File: config.mk
export PLATFORM = sky130hd
export DESIGN_NAME = gpr_port_regs
export DESIGN_NICKNAME = d
export VERILOG_FILES = /design/src/gpr_pkg.sv /design/src/gpr_port_regs.sv /design/src/gpr_pin_sync.sv
export SDC_FILE = /design/constraint.sdc
export NUM_CORES = 1
export LEC_CHECK = 0
export BUFFER_PORTS_ARGS = -buffer_cell sky130_fd_sc_hd__clkbuf_2
export CAP_MARGIN = 20
export CORE_AREA = 4 4 170 131
export CTS_CLUSTER_SIZE = 16
export DETAILED_ROUTE_END_ITERATION = 8
export DIE_AREA = 0 0 174 135
export MAX_ROUTING_LAYER = met4
export PLACE_DENSITY = 0.86
export SETUP_SLACK_MARGIN = 0.02
export SLEW_MARGIN = 15
export SYNTH_ARGS = -nofsm -noshare
export SYNTH_HDL_FRONTEND = slang
export SYNTH_SLANG_ARGS = --single-unit
File: constraint.sdc
create_clock -name CORE_CLK -period 2.3 [get_ports CORE_CLK]
set_input_delay 0.23 -clock CORE_CLK [delete_from_list [all_inputs] [get_ports CORE_CLK]]
set_output_delay 0.23 -clock CORE_CLK [all_outputs]
set_load 0.05 [all_outputs]
File: src/gpr_pkg.sv
// package for the six-bank gpio register set
// assumes an avalon-mm slave with 32-bit data and byte addresses
package gpr_pkg;

  // ----------------------------------------------------------------
  // sizes
  // ----------------------------------------------------------------
  localparam int unsigned BANKS = 6;
  localparam int unsigned WIDTH = 8;
  localparam int unsigned ADDR_W = 7;
  localparam int unsigned BANK_C = 2;
  localparam int unsigned BANK_F = 5;

  // ----------------------------------------------------------------
  // register map (byte addresses)
  // ----------------------------------------------------------------
  localparam logic [3:0] OFS_LATCH = 4'h0;
  localparam logic [3:0] OFS_DIR = 4'h4;
  localparam logic [3:0] OFS_PIN = 4'h8;
  localparam logic [ADDR_W-1:0] ADR_STATUS = 7'h60;
  localparam int unsigned BANK_LSB = 4;
  localparam int unsigned STATUS_LEGACY_BIT = 0;

  // ----------------------------------------------------------------
  // reset values and legacy-mode direction masks
  // ----------------------------------------------------------------
  localparam logic [WIDTH-1:0] RST_LATCH = 8'h00;
  localparam logic [WIDTH-1:0] RST_DIR = 8'h00;
  localparam logic [WIDTH-1:0] ALL_OUT = 8'hFF;
  localparam logic [WIDTH-1:0] ALL_IN = 8'h00;
  localparam logic [31:0] RD_ZERO = 32'h0000_0000;

  // ----------------------------------------------------------------
  // carrier types
  // ----------------------------------------------------------------
  typedef struct packed {
    logic [WIDTH-1:0] latch;
    logic [WIDTH-1:0] dir;
  } gpr_bank_t;

  typedef enum logic [1:0] {
    GPR_REG_LATCH,
    GPR_REG_DIR,
    GPR_REG_PIN,
    GPR_REG_NONE
  } gpr_sel_t;

endpackage : gpr_pkg

File: src/gpr_port_regs.sv
// register set and pin drivers for six 8-bit gpio banks a to f
// assumes an avalon-mm master, static legacy strap, pins asynchronous
//
// Our own choices: the Avalon-MM interface to the registers and the register addresses.
`timescale 1ns/1ps
`default_nettype none
module gpr_port_regs #(
  parameter int unsigned BANKS = gpr_pkg::BANKS,
  parameter int unsigned WIDTH = gpr_pkg::WIDTH
) (
  input wire logic CORE_CLK,
  input wire logic NRST,
  input wire logic LEGACY_MODE,
  input wire logic [gpr_pkg::ADDR_W-1:0] AVS_ADDRESS,
  input wire logic AVS_READ,
  input wire logic AVS_WRITE,
  input wire logic [31:0] AVS_WRITEDATA,
  input wire logic [3:0] AVS_BYTEENABLE,
  output logic [31:0] AVS_READDATA,
  output logic AVS_WAITREQUEST,
  input wire logic [BANKS-1:0][WIDTH-1:0] PIN_IN,
  output logic [BANKS-1:0][WIDTH-1:0] PIN_OUT,
  output logic [BANKS-1:0][WIDTH-1:0] PIN_OE
);

  // ----------------------------------------------------------------
  // state
  // ----------------------------------------------------------------
  gpr_pkg::gpr_bank_t [BANKS-1:0] bank_r;
  gpr_pkg::gpr_bank_t [BANKS-1:0] bank_nxt;
  logic [BANKS-1:0][WIDTH-1:0] pin_sample;
  logic ack_r;
  logic ack_nxt;
  logic [31:0] rdata_r;
  logic [31:0] rdata_nxt;
  logic req;
  logic [gpr_pkg::ADDR_W-gpr_pkg::BANK_LSB-1:0] bank_idx;
  logic bank_hit;
  gpr_pkg::gpr_sel_t sel;

  // ----------------------------------------------------------------
  // pin sampling
  // ----------------------------------------------------------------
  for (genvar b = 0; b < BANKS; b++) begin : g_sync
    gpr_pin_sync #(
      .W(WIDTH)
    ) u_sync (
      .clk(CORE_CLK),
      .pin_async(PIN_IN[b]),
      .pin_sync(pin_sample[b])
    );
  end

  // ----------------------------------------------------------------
  // address decode
  // ----------------------------------------------------------------
  assign req = AVS_READ | AVS_WRITE;
  assign bank_idx = AVS_ADDRESS[gpr_pkg::ADDR_W-1:gpr_pkg::BANK_LSB];
  assign bank_hit = (32'(bank_idx) < BANKS);

  always_comb begin
    sel = gpr_pkg::GPR_REG_NONE;
    if (bank_hit && (AVS_ADDRESS[1:0] == 2'h0)) begin
      case (AVS_ADDRESS[gpr_pkg::BANK_LSB-1:0])
        gpr_pkg::OFS_LATCH: sel = gpr_pkg::GPR_REG_LATCH;
        gpr_pkg::OFS_DIR: sel = gpr_pkg::GPR_REG_DIR;
        gpr_pkg::OFS_PIN: sel = gpr_pkg::GPR_REG_PIN;
        default: sel = gpr_pkg::GPR_REG_NONE;
      endcase
    end
  end

  // ----------------------------------------------------------------
  // bus handshake: one wait cycle, then the access completes
  // ----------------------------------------------------------------
  always_comb begin
    ack_nxt = req & ~ack_r;
  end

  assign AVS_WAITREQUEST = req & ~ack_r;

  // ----------------------------------------------------------------
  // register writes
  // ----------------------------------------------------------------
  always_comb begin
    bank_nxt = bank_r;
    if (AVS_WRITE && ack_r && AVS_BYTEENABLE[0]) begin
      case (sel)
        gpr_pkg::GPR_REG_LATCH: bank_nxt[bank_idx].latch = AVS_WRITEDATA[WIDTH-1:0];
        gpr_pkg::GPR_REG_DIR: bank_nxt[bank_idx].dir = AVS_WRITEDATA[WIDTH-1:0];
        gpr_pkg::GPR_REG_PIN: bank_nxt = bank_r;
        default: bank_nxt = bank_r;
      endcase
    end
  end

  // ----------------------------------------------------------------
  // read data, registered during the wait cycle
  // ----------------------------------------------------------------
  always_comb begin
    rdata_nxt = rdata_r;
    if (AVS_READ && !ack_r) begin
      rdata_nxt = gpr_pkg::RD_ZERO;
      if (AVS_ADDRESS == gpr_pkg::ADR_STATUS) begin
        rdata_nxt[gpr_pkg::STATUS_LEGACY_BIT] = LEGACY_MODE;
      end else begin
        case (sel)
          gpr_pkg::GPR_REG_LATCH: rdata_nxt[WIDTH-1:0] = bank_r[bank_idx].latch;
          gpr_pkg::GPR_REG_DIR: rdata_nxt[WIDTH-1:0] = bank_r[bank_idx].dir;
          gpr_pkg::GPR_REG_PIN: rdata_nxt[WIDTH-1:0] = pin_sample[bank_idx];
          default: rdata_nxt = gpr_pkg::RD_ZERO;
        endcase
      end
    end
  end

  // asynchronous reset so pins settle with no clock running
  always_ff @(posedge CORE_CLK or negedge NRST) begin
    if (!NRST) begin
      for (int b = 0; b < BANKS; b++) begin
        bank_r[b].latch <= gpr_pkg::RST_LATCH;
        bank_r[b].dir <= gpr_pkg::RST_DIR;
      end
      ack_r <= 1'b0;
      rdata_r <= gpr_pkg::RD_ZERO;
    end else begin
      bank_r <= bank_nxt;
      ack_r <= ack_nxt;
      rdata_r <= rdata_nxt;
    end
  end

  assign AVS_READDATA = rdata_r;

  // ----------------------------------------------------------------
  // pin drivers
  // ----------------------------------------------------------------
  always_comb begin
    for (int b = 0; b < BANKS; b++) begin
      PIN_OUT[b] = bank_r[b].latch;
      PIN_OE[b] = bank_r[b].dir;
    end
    if (LEGACY_MODE) begin
      // bank c is output-only, latch clears to zero under reset
      PIN_OE[gpr_pkg::BANK_C] = gpr_pkg::ALL_OUT;
      // bank f is input-only in legacy mode
      PIN_OE[gpr_pkg::BANK_F] = gpr_pkg::ALL_IN;
    end
  end

endmodule : gpr_port_regs
`default_nettype wire

File: src/gpr_pin_sync.sv
// three-stage input synchroniser for one bank of pins
// assumes pins are asynchronous to the clock; no reset, value follows pins
`timescale 1ns/1ps
`default_nettype none
module gpr_pin_sync #(
  parameter int unsigned W = 8
) (
  input wire logic clk,
  input wire logic [W-1:0] pin_async,
  output logic [W-1:0] pin_sync
);

  // ----------------------------------------------------------------
  // stages
  // ----------------------------------------------------------------
  logic [W-1:0] s1_r;
  logic [W-1:0] s2_r;
  logic [W-1:0] s3_r;
  logic [W-1:0] out_r;
  logic [W-1:0] out_nxt;

  // a bit changes once stage two and three agree
  always_comb begin
    for (int i = 0; i < W; i++) begin
      out_nxt[i] = (s2_r[i] == s3_r[i]) ? s3_r[i] : out_r[i];
    end
  end

  // no reset: sampled value depends only on the pins
  always_ff @(posedge clk) begin
    s1_r <= pin_async;
    s2_r <= s1_r;
    s3_r <= s2_r;
    out_r <= out_nxt;
  end

  assign pin_sync = out_r;

endmodule : gpr_pin_sync
`default_nettype wire

==> results.md <==
- Outcome: finished, final reports clean
- Yosys cell types: 39
- Worst vdd ir: ~0.00069 V
- Syn avg cell area: 15.1 µm²
- Reg-to-reg critical path startpoint: ack_r
- Yosys warns: 0
- Final Critical Period: ~2.1 ns
- CTS tree: done
- Die extent in x: ~170 µm
- Share of the synthesized area in the top cell type: approximately a quarter
- Routed wire per std cell: 19.5 µm
- Hold Startpoint: AVS_WRITEDATA[5]
- Vias per cell: about 5.1
- Maximum fanout along the worst path: 2
- Initial Util: roughly 53%
- Worst-Margin Slew: roughly 0.66 ns
- Total power: approximately 11000 µW
- Area delta synth->final: 18.2%
- CORE AREA: 0.0207 mm²
- Crit Reg-Reg Endpoint: PIN_OUT[10]
- Setup Skew: between 0.03 and 0.04 ns
- Vias in the first global route: a little over 6000
- R2R cell count: 4
- Relative slew slack: between 50% and 60%
- Row count: between 40 and 50
- FF-to-FF setup slack: 0.36 ns
- CP required: between 2 and 2.5 ns
- Gp weighted congestion: around 0.85
- # diodes: 0
- H-tree levels: 1
- Top post-synthesis cells by area: dfxtp_1 (26%), dfrtp_1 (24%), edfxtp_1 (13%)
- Vias: ~6000
- Setup violators final: 0
- Top-level I/O count: approximately 230
- Sequential-to-total area share from yosys stat: a little under two thirds
- Hold depth: 2
- Fmax: roughly 470 MHz
- Slew Viols, Final: 0
- Die ar.: 0.0235 mm²
- Root Buffer: clkbuf_16
- GRT Total Usage: approximately a fifth
- Initial antenna violation count: 0
- PD cells: approximately 850 mW/mm²
- Resize count post-CTS: 0
- RSZ-0062 raised after global routing: no
- Largest net degree at the start of global routing: 77
- Synthesized instance count: 726
- Worst-skew pair later-pin latency: about 0.56 ns
- Final hold viol count: 0
- Crit path DAT: approximately 1.9 ns
- Fin nets: 993
- GR Overflow Total: 0
- CTS Buffer Depth: 3
- Drt pass-1 iters: 4
- Final period utilization: 92.7%
- Setup tns final: 0 ns
- Seq cells post-synth: 297
- Post-CTS Setup Inserts: 0
- # DRC: 0
- Initial DRC Count: roughly 320
- Reg clk slew, reported paths: 0.07 ns
- Detailed Place HPWL: approximately 16000 µm
- IO buf count: about 170
- Worst setup SP type: primary input
- Worst Setup Path Type: in2out
- First-pass GRT wire length: approximately 36000 µm
- Layout cell share with drive strength beyond 1: between 40% and 50%
- Crit. End Element: output pin
- Max-Cap Viols: 0
- Antenna Violating Nets Remaining: 0
- WL final: ~23000 µm
- Biggest area consumer among synthesized cells: dfxtp_1
- Worst Hold Class: in2reg
- Die H: between 100 and 150 µm
- Hold endpoint: PIN_OUT[37]
- FILL cells: about 1500
- Syn Std Cell Area: ~0.011 mm²
- Clk sinks: a little under 300
- CTS Buf Count: 28
- Leakage: ~0.0059 µW
## kinds of logic (layout without fill, tap and decap cells)
kind of cell,count (synthesis),after routing,share of synthesized area [%]
AOI/OAI and AO/OA,28,28,1.97
xor gates and xnor gates,48,48,3.85
buffers and inverters,130,300,8.24
DFF,297,297,63.6
muxes,157,157,18.5
other,1,24,0.0343
and+or+nand+nor,65,65,3.79
## layout make-up
| type | instances | area [µm²] | area share (%) |
|---|---|---|---|
| Clock inverter | 13 | 95.1 | 0.736 |
| Tap cell | 264 | 330 | 2.56 |
| Inverter | 3 | 11.3 | 0.0871 |
| Sequential cell | 297 | 6950 | 53.8 |
| Timing Repair Buffer | 245 | 1560 | 12.1 |
| Multi-Input combinational cell | 322 | 3170 | 24.5 |
| Clock buffer | 39 | 805 | 6.23 |
## through the flow
step	setup slack (ns)	instances	utilization (%)	hold WS (ns)	instance area, µm²
CTS	0.184	1183	62.4	0.0902	12900
finish	0.168	1183	62.4	0.118	12900
global route	0.110	1183	62.4	0.131	12900
floorplan	0.595	749	-	-0.0656	11000
detailed placement	0.150	1080	55.6	0.180	11500
global placement	0.166	1080	55.6	0.181	11500
## report_power, final
| part | leakage (µW) | internal, µW | switching [µW] |
|---|---|---|---|
| Combinational | 0.00236 | 328 | 549 |
| Clock | 0.000435 | 2460 | 1930 |
| Sequential | 0.00314 | 5570 | 121 |
## critical path: stages
cell and delay (ns):
dlygate4sd3_1 0.53, clkbuf_2 0.12, nor2_1 0.04, dlygate4sd3_1 0.54, nor2_1 0.13, clkbuf_2 0.31
## worst max-delay path by stage
stage	from	to	slack, ns
after floorplan	ack_r	PIN_OUT[16]	0.59
after CTS	AVS_READ	AVS_WAITREQUEST	0.18
final	AVS_READ	AVS_WAITREQUEST	0.17
after detailed placement	AVS_ADDRESS[4]	AVS_READDATA[0]	0.15
after global routing	AVS_READ	AVS_WAITREQUEST	0.11
after global placement	AVS_ADDRESS[4]	AVS_READDATA[5]	0.17
## per-layer routing
metal | vias up | share of wire, % | track usage [%]
li1 | 2763 | - | -
met4 | 0 | 2.4 | 4.97
met5 | - | 0 | -
met3 | 37 | 9.6 | 6.55
met1 | 2974 | 40 | 25.7
met2 | 217 | 48 | 32.1
## cells in the mapped netlist
cell type / instances
a211o_1: 2
inv_1: 3
nor4_1: 1
nor2b_1: 9
conb_1: 1
o221ai_1: 3
xnor2_1: 48
nand2_1: 15
mux4_2: 24
edfxtp_1: 48
dfrtp_1: 105
nor2_1: 6
a31oi_1: 1
nand3b_2: 3
a22oi_1: 7
and4b_1: 1
a21oi_1: 2
dfxtp_1: 144
nand4_1: 1
and4_1: 1
buf_1: 3
nor3_4: 1
nand2b_1: 4
clkbuf_1: 10
nand3_2: 1
mux2_2: 124
a22o_1: 1
nor3_2: 1
nor4b_4: 1
mux2i_1: 9
nor3_1: 2
nor3b_2: 1
nand2_2: 1
or2_2: 10
buf_4: 108
o211ai_1: 9
a32oi_1: 3
nor2_2: 6
buf_2: 6
## what timing repair did
action | 4_1_cts | 5_1_grt
hold endpoints to repair | 78 | 0
hold buffers | 51 | 0
setup endpoints to repair | 0 | 0
## state kept, by name, indices dropped and copies added, names as in the netlist
signal	cells
g_sync.u_sync.pin_sync	48
g_sync.u_sync.s1_r	48
g_sync.u_sync.s3_r	48
ack_r	1
g_sync.u_sync.s2_r	48
AVS_READDATA	8
PIN_OUT	48
PIN_OE	32
bank_r	16
## layout by cell type, fill, tap and decap left out, drive strengths merged, types with 9 or more instances in the layout
| cell | synthesis | final |
|---|---|---|
| or2 | 10 | 10 |
| nor2 | 12 | 12 |
| nor2b | 9 | 9 |
| nand2 | 16 | 16 |
| mux2i | 9 | 9 |
| dfxtp | 144 | 144 |
| dfrtp | 105 | 105 |
| dlygate4sd3 | 0 | 51 |
| clkbuf | 10 | 210 |
| clkinv | 0 | 10 |
| edfxtp | 48 | 48 |
| mux2 | 124 | 124 |
| xnor2 | 48 | 48 |
| buf | 117 | 23 |
| mux4 | 24 | 24 |
| o211ai | 9 | 9 |
| conb | 1 | 24 |
Power figures use the tool's default switching activity.
